**config.mk**
```make
export PLATFORM = sky130hd
export DESIGN_NAME = nand_host_ctrl
export DESIGN_NICKNAME = d
export VERILOG_FILES = /design/src/design/nand_host_pkg.sv /design/src/design/nand_host_ctrl.sv /design/src/design/nand_skid_buf.sv
export VERILOG_INCLUDE_DIRS = /design/src /design/src/design
export SDC_FILE = /design/constraint.sdc
export NUM_CORES = 1
export LEC_CHECK = 0
export ABC_AREA = 1
export BUFFER_PORTS_ARGS = -buffer_cell sky130_fd_sc_hd__clkbuf_2
export CAP_MARGIN = 20
export CORE_MARGIN = 1
export CORE_UTILIZATION = 52
export DETAILED_ROUTE_END_ITERATION = 6
export PLACE_DENSITY = 0.77
export SYNTH_ARGS = -nofsm -noshare
export SYNTH_HDL_FRONTEND = slang
export SYNTH_SLANG_ARGS = --single-unit
```
**constraint.sdc**
```tcl
create_clock -name i_clk -period 2.8 [get_ports i_clk]
set_input_delay 0.42 -clock i_clk [delete_from_list [all_inputs] [get_ports i_clk]]
set_output_delay 0.42 -clock i_clk [all_outputs]
set_load 0.01 [all_outputs]
```
**src/design/nand_host_defines.svh**
```systemverilog
// Command codes, timing figures and page geometry for the flash host controller.
`ifndef NAND_HOST_DEFINES_SVH
`define NAND_HOST_DEFINES_SVH
`define CMD_PTR_FIRST     8'h00
`define CMD_PTR_SECOND    8'h01
`define CMD_PTR_SPARE     8'h50
`define CMD_READ_STATUS   8'h70
`define CMD_DATA_IN       8'h80
`define CMD_PROG_CONFIRM  8'h10
`define CMD_ERASE_SETUP   8'h60
`define CMD_ERASE_CONFIRM 8'hD0
`define CMD_RESET         8'hFF
`define CLK_PERIOD_NS     100
`define SERIAL_READ_BREAK_HOLD_NS 100
`define WRITE_HIGH_TO_BUSY_NS     100
`define BREAK_CYC  (((`SERIAL_READ_BREAK_HOLD_NS + `CLK_PERIOD_NS - 1) / `CLK_PERIOD_NS) + 1)
`define WB_CYC     (((`WRITE_HIGH_TO_BUSY_NS + `CLK_PERIOD_NS - 1) / `CLK_PERIOD_NS) + 1)
`define BAD_MARK_COL 10'h205
`define ERASED_BYTE  8'hFF
`define COL_SECOND_BASE 10'h100
`define COL_SPARE_BASE  10'h200
`define PIN_SYNC_CYC    2
`define STATUS_FAIL_BIT 0
`endif

```
**src/design/nand_host_pkg.sv**
```systemverilog
// Types shared by the flash host controller.
package nand_host_pkg;
  typedef enum logic [1:0] {PTR_FIRST = 2'h0, PTR_SECOND = 2'h1, PTR_SPARE = 2'h2} ptr_area_t;
  typedef enum logic [2:0] {
    OP_READ = 3'h0, OP_PROGRAM = 3'h1, OP_ERASE = 3'h2, OP_RESET = 3'h3, OP_STATUS = 3'h4
  } op_kind_t;
endpackage : nand_host_pkg

```
**src/design/nand_host_ctrl.sv**
```systemverilog
// Host controller that drives a byte-wide NAND flash through its strobe pins.
`timescale 1ns/10ps
`include "nand_host_defines.svh"
// Overview of operation
// - Second-half program issues its pointer command right before data input.
// - Scan reads original marks; controller never erases them itself.
// - Status failure after program or erase is reported for block retirement.
// - Error correction is left to the user side of the controller.
// - Chip enable is held inactive long enough to break a sequential read.
// - Program sends data input command, three addresses, data, then confirm.
module nand_host_ctrl #(
  parameter int STROBE_DIV = 1
) (
  input  wire logic                   i_clk,
  input  wire logic                   i_rst_b,
  input  wire logic                   i_start,
  input  wire nand_host_pkg::op_kind_t i_op,
  input  wire nand_host_pkg::ptr_area_t i_area,
  input  wire logic [23:0]            i_addr,
  input  wire logic [9:0]             i_len,
  input  wire logic [7:0]             i_wdata,
  output logic                        o_wready,
  output logic [7:0]                  o_rdata,
  output logic                        o_rvalid,
  input  wire logic                   i_rready,
  output logic                        o_busy,
  output logic                        o_done,
  output logic                        o_fail,
  output logic                        o_bad_mark,
  output logic                        o_cle,
  output logic                        o_ale,
  output logic                        o_ce_b,
  output logic                        o_we_b,
  output logic                        o_re_b,
  output logic [7:0]                  o_io,
  output logic                        o_io_oe,
  input  wire logic [7:0]             i_io,
  input  wire logic                   i_ready_pin
);
  import nand_host_pkg::*;

  typedef enum logic [3:0] {
    S_IDLE = 4'h0, S_PTR = 4'h1, S_CMD = 4'h3, S_ADDR = 4'h2, S_DATA = 4'h6, S_CONF = 4'h7,
    S_WB = 4'h5, S_WAIT = 4'h4, S_RDAT = 4'hC, S_STCMD = 4'hD, S_STRD = 4'hF, S_BREAK = 4'hE
  } st_t;

  logic        rst_s1_r, rst_b_r;
  logic        rdy_s1_r, rdy_r;
  logic [7:0]  io_s1_r, io_r;
  st_t         st_r;
  ptr_area_t   ptr_copy_r;
  op_kind_t    op_r;
  ptr_area_t   area_r;
  logic [23:0] addr_r;
  logic [9:0]  len_r, col_r;
  logic [1:0]  acnt_r;
  logic [1:0]  ph_r;
  logic [3:0]  tcnt_r;
  logic        phase_en;
  logic        buf_ready;
  logic        rd_push;

  function automatic logic [7:0] area_cmd(input ptr_area_t a);
    unique case (a)
      PTR_SECOND: area_cmd = `CMD_PTR_SECOND;
      PTR_SPARE:  area_cmd = `CMD_PTR_SPARE;
      default:    area_cmd = `CMD_PTR_FIRST;
    endcase
  endfunction : area_cmd

  function automatic logic [9:0] area_base(input ptr_area_t a);
    unique case (a)
      PTR_SECOND: area_base = `COL_SECOND_BASE;
      PTR_SPARE:  area_base = `COL_SPARE_BASE;
      default:    area_base = 10'h000;
    endcase
  endfunction : area_base

  always_ff @(posedge i_clk or negedge i_rst_b) begin
    if (!i_rst_b) begin
      rst_s1_r <= 1'b0;
      rst_b_r  <= 1'b0;
    end else begin
      rst_s1_r <= 1'b1;
      rst_b_r  <= rst_s1_r;
    end
  end

  always_ff @(posedge i_clk or negedge rst_b_r) begin
    if (!rst_b_r) begin
      rdy_s1_r <= 1'b0;
      rdy_r    <= 1'b0;
      io_s1_r  <= 8'h00;
      io_r     <= 8'h00;
    end else begin
      rdy_s1_r <= i_ready_pin;
      rdy_r    <= rdy_s1_r;
      io_s1_r  <= i_io;
      io_r     <= io_s1_r;
    end
  end

  // Each write pin cycle uses two phases: strobe low, then strobe high.
  always_ff @(posedge i_clk or negedge rst_b_r) begin
    if (!rst_b_r) ph_r <= 2'h0;
    else ph_r <= (ph_r == 2'h3) ? 2'h0 : ph_r + 2'h1;
  end
  assign phase_en = (STROBE_DIV <= 1) ? 1'b1 : (ph_r == 2'h3);

  // A byte is taken only once it has crossed both input flip-flops.
  assign rd_push = (st_r == S_RDAT) && phase_en && !o_re_b && !o_ce_b &&
                   (tcnt_r == 4'(`PIN_SYNC_CYC));

  nand_skid_buf #(.WIDTH(8)) u_buf (
    .i_clk   (i_clk),
    .i_rst_b (rst_b_r),
    .i_data  (io_r),
    .i_valid (rd_push),
    .o_ready (buf_ready),
    .o_data  (o_rdata),
    .o_valid (o_rvalid),
    .i_ready (i_rready)
  );

  always_ff @(posedge i_clk or negedge rst_b_r) begin
    if (!rst_b_r) begin
      st_r       <= S_IDLE;
      ptr_copy_r <= PTR_FIRST;
      op_r       <= OP_READ;
      area_r     <= PTR_FIRST;
      addr_r     <= 24'h000000;
      len_r      <= 10'h000;
      col_r      <= 10'h000;
      acnt_r     <= 2'h0;
      tcnt_r     <= 4'h0;
      o_busy     <= 1'b0;
      o_done     <= 1'b0;
      o_fail     <= 1'b0;
      o_bad_mark <= 1'b0;
      o_wready   <= 1'b0;
      o_cle      <= 1'b0;
      o_ale      <= 1'b0;
      o_ce_b     <= 1'b1;
      o_we_b     <= 1'b1;
      o_re_b     <= 1'b1;
      o_io       <= 8'h00;
      o_io_oe    <= 1'b0;
    end else begin
      o_done   <= 1'b0;
      o_wready <= 1'b0;
      unique case (st_r)
        S_IDLE: if (i_start) begin
          op_r   <= i_op;
          area_r <= i_area;
          addr_r <= i_addr;
          len_r  <= i_len;
          col_r  <= area_base(i_area) + {2'h0, i_addr[7:0]};
          o_busy <= 1'b1;
          o_fail <= 1'b0;
          o_bad_mark <= 1'b0;
          o_ce_b <= 1'b0;
          // Persistent pointers need no reissue; second half always needs one.
          if ((i_op == OP_READ || i_op == OP_PROGRAM) &&
              (i_area == PTR_SECOND || i_area != ptr_copy_r)) st_r <= S_PTR;
          else st_r <= S_CMD;
        end
        S_PTR: if (phase_en) begin
          o_cle <= 1'b1;
          o_io_oe <= 1'b1;
          o_io <= area_cmd(area_r);
          o_we_b <= ~o_we_b;
          if (!o_we_b) begin
            ptr_copy_r <= area_r;
            st_r <= S_CMD;
          end
        end
        S_CMD: if (phase_en) begin
          o_cle <= 1'b1;
          o_io_oe <= 1'b1;
          unique case (op_r)
            OP_PROGRAM: o_io <= `CMD_DATA_IN;
            OP_ERASE:   o_io <= `CMD_ERASE_SETUP;
            OP_RESET:   o_io <= `CMD_RESET;
            OP_STATUS:  o_io <= `CMD_READ_STATUS;
            default:    o_io <= area_cmd(area_r);
          endcase
          o_we_b <= ~o_we_b;
          if (!o_we_b) begin
            acnt_r <= (op_r == OP_ERASE) ? 2'h1 : 2'h0;
            st_r <= (op_r == OP_RESET) ? S_WB : (op_r == OP_STATUS) ? S_STRD : S_ADDR;
          end
        end
        S_ADDR: if (phase_en) begin
          // Latch enables drop one phase after the last strobe rise to keep their hold.
          o_cle <= 1'b0;
          o_ale <= 1'b1;
          o_io <= addr_r[{acnt_r, 3'h0} +: 8];
          o_we_b <= ~o_we_b;
          if (!o_we_b) begin
            acnt_r <= acnt_r + 2'h1;
            if (acnt_r == 2'h2) begin
              st_r <= (op_r == OP_PROGRAM) ? S_DATA : (op_r == OP_ERASE) ? S_CONF : S_WB;
            end
          end
        end
        S_DATA: if (phase_en) begin
          o_ale <= 1'b0;
          o_we_b <= ~o_we_b;
          // The byte goes out as the strobe falls and stands over its rise.
          if (o_we_b) begin
            o_io <= i_wdata;
            o_wready <= 1'b1;
          end else begin
            len_r <= len_r - 10'h001;
            col_r <= col_r + 10'h001;
            if (len_r <= 10'h001) st_r <= S_CONF;
          end
        end
        S_CONF: if (phase_en) begin
          o_ale <= 1'b0;
          o_cle <= 1'b1;
          o_io <= (op_r == OP_ERASE) ? `CMD_ERASE_CONFIRM : `CMD_PROG_CONFIRM;
          o_we_b <= ~o_we_b;
          if (!o_we_b) begin
            st_r <= S_WB;
          end
        end
        S_WB: begin
          o_cle <= 1'b0;
          o_ale <= 1'b0;
          o_io_oe <= 1'b0;
          if (tcnt_r == 4'(`WB_CYC)) begin
            tcnt_r <= 4'h0;
            st_r <= S_WAIT;
          end else tcnt_r <= tcnt_r + 4'h1;
        end
        S_WAIT: if (rdy_r) begin
          if (area_r == PTR_SECOND) ptr_copy_r <= PTR_FIRST;
          if (op_r == OP_RESET) ptr_copy_r <= PTR_FIRST;
          unique case (op_r)
            OP_READ:  st_r <= S_RDAT;
            OP_RESET: st_r <= S_BREAK;
            default:  st_r <= S_STCMD;
          endcase
        end
        S_RDAT: if (phase_en) begin
          if (o_re_b) begin
            if (buf_ready) o_re_b <= 1'b0;
            tcnt_r <= 4'h0;
          end else if (tcnt_r == 4'(`PIN_SYNC_CYC)) begin
            o_re_b <= 1'b1;
            tcnt_r <= 4'h0;
            if (col_r == `BAD_MARK_COL && io_r != `ERASED_BYTE &&
                addr_r[23:13] != 11'h000) o_bad_mark <= 1'b1;
            col_r <= col_r + 10'h001;
            len_r <= len_r - 10'h001;
            if (len_r <= 10'h001) st_r <= S_BREAK;
          end else tcnt_r <= tcnt_r + 4'h1;
        end
        S_STCMD: if (phase_en) begin
          o_cle <= 1'b1;
          o_io_oe <= 1'b1;
          o_io <= `CMD_READ_STATUS;
          o_we_b <= ~o_we_b;
          if (!o_we_b) begin
            st_r <= S_STRD;
          end
        end
        S_STRD: if (phase_en) begin
          o_cle <= 1'b0;
          o_io_oe <= 1'b0;
          o_re_b <= 1'b0;
          // Status is taken once it has crossed both input flip-flops.
          if (o_re_b) tcnt_r <= 4'h0;
          else if (tcnt_r == 4'(`PIN_SYNC_CYC)) begin
            if (op_r != OP_STATUS) o_fail <= io_r[`STATUS_FAIL_BIT];
            tcnt_r <= 4'h0;
            st_r <= S_BREAK;
          end else tcnt_r <= tcnt_r + 4'h1;
        end
        S_BREAK: begin
          o_ce_b <= 1'b1;
          o_re_b <= 1'b1;
          o_io_oe <= 1'b0;
          if (tcnt_r == 4'(`BREAK_CYC)) begin
            tcnt_r <= 4'h0;
            o_busy <= 1'b0;
            o_done <= 1'b1;
            st_r <= S_IDLE;
          end else tcnt_r <= tcnt_r + 4'h1;
        end
        default: st_r <= S_IDLE;
      endcase
    end
  end
endmodule : nand_host_ctrl

```
**src/design/nand_skid_buf.sv**
```systemverilog
// Two-entry valid/ready buffer that carries read bytes towards the user.
`timescale 1ns/10ps
module nand_skid_buf #(
  parameter int WIDTH = 8
) (
  input  wire logic             i_clk,
  input  wire logic             i_rst_b,
  input  wire logic [WIDTH-1:0] i_data,
  input  wire logic             i_valid,
  output logic                  o_ready,
  output logic [WIDTH-1:0]      o_data,
  output logic                  o_valid,
  input  wire logic             i_ready
);
  logic [WIDTH-1:0] mem_r [2];
  logic             wptr_r;
  logic             rptr_r;
  logic [1:0]       cnt_r;
  logic             push;
  logic             pop;

  assign push    = i_valid && (cnt_r != 2'h2);
  assign pop     = o_valid && i_ready;
  assign o_ready = (cnt_r != 2'h2);
  assign o_valid = (cnt_r != 2'h0);
  assign o_data  = mem_r[rptr_r];

  always_ff @(posedge i_clk or negedge i_rst_b) begin
    if (!i_rst_b) begin
      wptr_r <= 1'b0;
      rptr_r <= 1'b0;
      cnt_r  <= 2'h0;
    end else begin
      if (push) wptr_r <= ~wptr_r;
      if (pop) rptr_r <= ~rptr_r;
      cnt_r <= cnt_r + {1'b0, push} - {1'b0, pop};
    end
  end

  always_ff @(posedge i_clk) begin
    if (push) mem_r[wptr_r] <= i_data;
  end
endmodule : nand_skid_buf

```
==> impl_metrics.env <==
export IMPL_slowest_delay_ns=0.54
export IMPL_dieArea_um2=12100
export IMPL_path_cells="inv_2, nand2_1, nor2_1, inv_1, nor3_2, inv_1, nor2_1"
export IMPL_crit_buf_inv=3
export IMPL_worst_pin_slew_ns=0.698
export IMPL_dpl_cell_count=978
export IMPL_ant_nets=0
export IMPL_ys_flop_type="dfrtp_1"
export IMPL_diodes=0
export IMPL_synth_seq_cells=120
export IMPL_vias=5309
export IMPL_setup_viol=0
export IMPL_cts_resized=0
export IMPL_grt_usage_pct=26.1
export IMPL_clockBufferDepth=2
export IMPL_ys_seq_area_share_pct=51.1
export IMPL_start_kind="flip-flop"
export IMPL_numPortBuffers=87
export IMPL_min_period_over_period_pct=81.6
export IMPL_skew_ns=0.00770
export IMPL_cpMaxStageDelayCell="nor2_1"
export IMPL_final_util_pct=65.1
export IMPL_instances_no_fill=1011
export IMPL_worstPathMaxFanout=9
export IMPL_die_x_um=110
export IMPL_synth_top_area_share_pct=41.8
export IMPL_clk_pin_slew_ns=0.06
export IMPL_synth_area_um2=6040
export IMPL_nets=925
export IMPL_max_freq_ghz=0.438
export IMPL_hold_class="input port to flip-flop"
export IMPL_finalWorstSetupSlack_ns=0.516
export IMPL_grt_overflow_total=0
export IMPL_cts_tree="built"
export IMPL_antenna_found_initial=0
export IMPL_slew_viol_final=0
export IMPL_drt_pass1_iter_count=5
export IMPL_status="finished clean"
export IMPL_io_pin_count=88
export IMPL_cts_buffers=17
export IMPL_postSynthAreaPerCell_um2=7.92
export IMPL_cp_arrival_ns=2.33
export IMPL_clock_sink_count=120
export IMPL_drc_errors=0
export IMPL_routedWlPerCell_um=14.0
export IMPL_min_period_ns=2.28
export IMPL_area_delta_synth_final_pct=19.4
export IMPL_core_area_um2=11100
export IMPL_hold_ws_ns=0.103
export IMPL_tns_ns=0
export IMPL_grt_pass1_vias=5122
export IMPL_synthTopCellsByArea="dfrtp_1 (42%), nand2_1 (16%), edfxtp_1 (8.0%), o21ai_0 (5.3%), inv_1 (4.9%)"
export IMPL_async_reset_ff_share_pct=86.7
export IMPL_synth_edf_count=16
export IMPL_routed_wl_um=14200
export IMPL_die_height_um=110
export IMPL_synth_top_area_cell="dfrtp_1"
export IMPL_syn_nets=830
export IMPL_end_kind="flip-flop"
export IMPL_clockRootBuffer="clkbuf_16"
export IMPL_clock_latency_ns=0.42
export IMPL_rsz0062_at_grt="no"
export IMPL_ys_types=42
export IMPL_finalHoldViolations=0
export IMPL_critPathTopFamily="simple AND/OR/NAND/NOR gates"
export IMPL_postCtsSetupBuffers=0
export IMPL_gp_congestion=0.869
export IMPL_drt_iter0_drc=328
export IMPL_peakVddDrop_mv=0.648
export IMPL_place_ws_ns=0.530
export IMPL_start_util_pct=54.5
export IMPL_synth_cells=763
export IMPL_htree_levels=4
export IMPL_required_ns=2.85
export IMPL_num_rows=38
export IMPL_dpl_hpwl_um=10300
export IMPL_avgViaCountPerCell=5.25
export IMPL_maxCapViolations=0
export IMPL_worstSetupPathType="flip-flop to flip-flop"
export IMPL_yosysMostFrequentCell="nand2_1"
export IMPL_drive_gt1_share_pct=18.0
export IMPL_synth_commonest_cells="nand2_1 (262), dfrtp_1 (101), inv_1 (79), nor2_1 (70), o21ai_0 (64)"
export IMPL_grt_max_degree=56
export IMPL_total_leakage_power_nw=3.73
export IMPL_grt_pass1_wl_um=23800
export IMPL_relSlewSlack_pct=53.3
export IMPL_p_per_area_nw_per_um2=1160
export IMPL_synth_warnings=0
## final timing paths
path	startpoint	slack, ns	depth (start not counted)	endpoint
worst max-delay path	st_r[1]$_DFFE_PN0P_	0.52	7	u_buf.mem_r[1][6]$_DFFE_PP_
worst min register to register	rst_b_r$_DFF_PN0_	0.35	0	io_s1_r[4]$_DFF_PN0_
min in group asynchronous	i_rst_b	0.32	2	rst_s1_r$_DFF_PN0_
worst max register to register	st_r[1]$_DFFE_PN0P_	0.52	7	u_buf.mem_r[1][6]$_DFFE_PP_
worst min-delay path	i_ready_pin	0.10	1	rdy_s1_r$_DFF_PN0_
max in group asynchronous	rst_b_r$_DFF_PN0_	1.72	1	o_io[6]$_DFFE_PN0P_
## power breakdown
| part | total, mW | switching, mW | internal (mW) |
|---|---|---|---|
| registers | 2.87 | 0.508 | 2.36 |
| logic | 3.21 | 2.11 | 1.10 |
| clock network | 2.27 | 0.817 | 1.45 |
| total | 8.35 | 3.43 | 4.91 |
## cells in the final DEF, fill, tap and decap left out, drive strengths merged, types with 7 or more instances in the layout
cell | synthesis | routed
edfxtp | 16 | 16
dfrtp | 101 | 101
nand4 | 11 | 11
clkinv | 1 | 7
nand2 | 267 | 267
ha | 7 | 7
nand3 | 46 | 46
inv | 84 | 87
o21ai | 74 | 74
a21oi | 17 | 17
nor2 | 79 | 79
clkbuf | 4 | 105
## sequential cells by signal (all words and copies together) (netlist names), 2 cells and up
name	flops
io_s1_r	8
u_buf.cnt_r	2
col_r	10
u_buf.mem_r	16
len_r	10
addr_r	24
o_io	8
area_r	2
op_r	3
tcnt_r	4
st_r	4
ptr_copy_r	2
acnt_r	2
io_r	8
## metrics by stage
step	power (mW)	instance area, um2
after floorplan	5.22	6040
after global placement	5.95	6590
after detailed placement	6.05	6590
after CTS	8.35	7220
after global routing	8.97	7220
final	8.35	7220
## final cells by class
cell class / count / area [um2]
clock inverters: 14 / 169
fillers: 930 / 3860
well taps: 140 / 175
repair buffers: 93 / 495
flip-flops and latches: 120 / 3090
clock buffers: 18 / 450
inverters: 85 / 322
multi-input cells: 541 / 2510
## metal layers
layer	vias to the layer above	track usage, %	wire, um
met5	-	0	0
met4	0	10.2	225
met3	21	5.57	748
met2	160	42.1	6820
met1	2510	34.4	6380
li1	2618	-	-
## repair_timing
item,4_1_cts,5_1_grt
hold buffers,1,0
endpoints found under the hold margin,2,0
setup endpoints to repair,0,0
## logic make-up (layout without fill, tap and decap cells)
family	Yosys count	count (layout)	synth area share, %
compound gates	100	100	8.84
fa+ha+maj	7	7	1.45
other cells	1	1	0.0621
flops	120	120	51.1
buf+inv	102	210	7.29
xor+xnor	12	12	1.74
simple gates	421	421	29.5
## worst reg2reg max path, stage by stage, from the launching register on
cell and delay (ns):
dfrtp_1 0.48, inv_2 0.14, nand2_1 0.08, nor2_1 0.23, inv_1 0.14, nor3_2 0.20, inv_1 0.09, nor2_1 0.54
(Power assumes the default switching activity.)
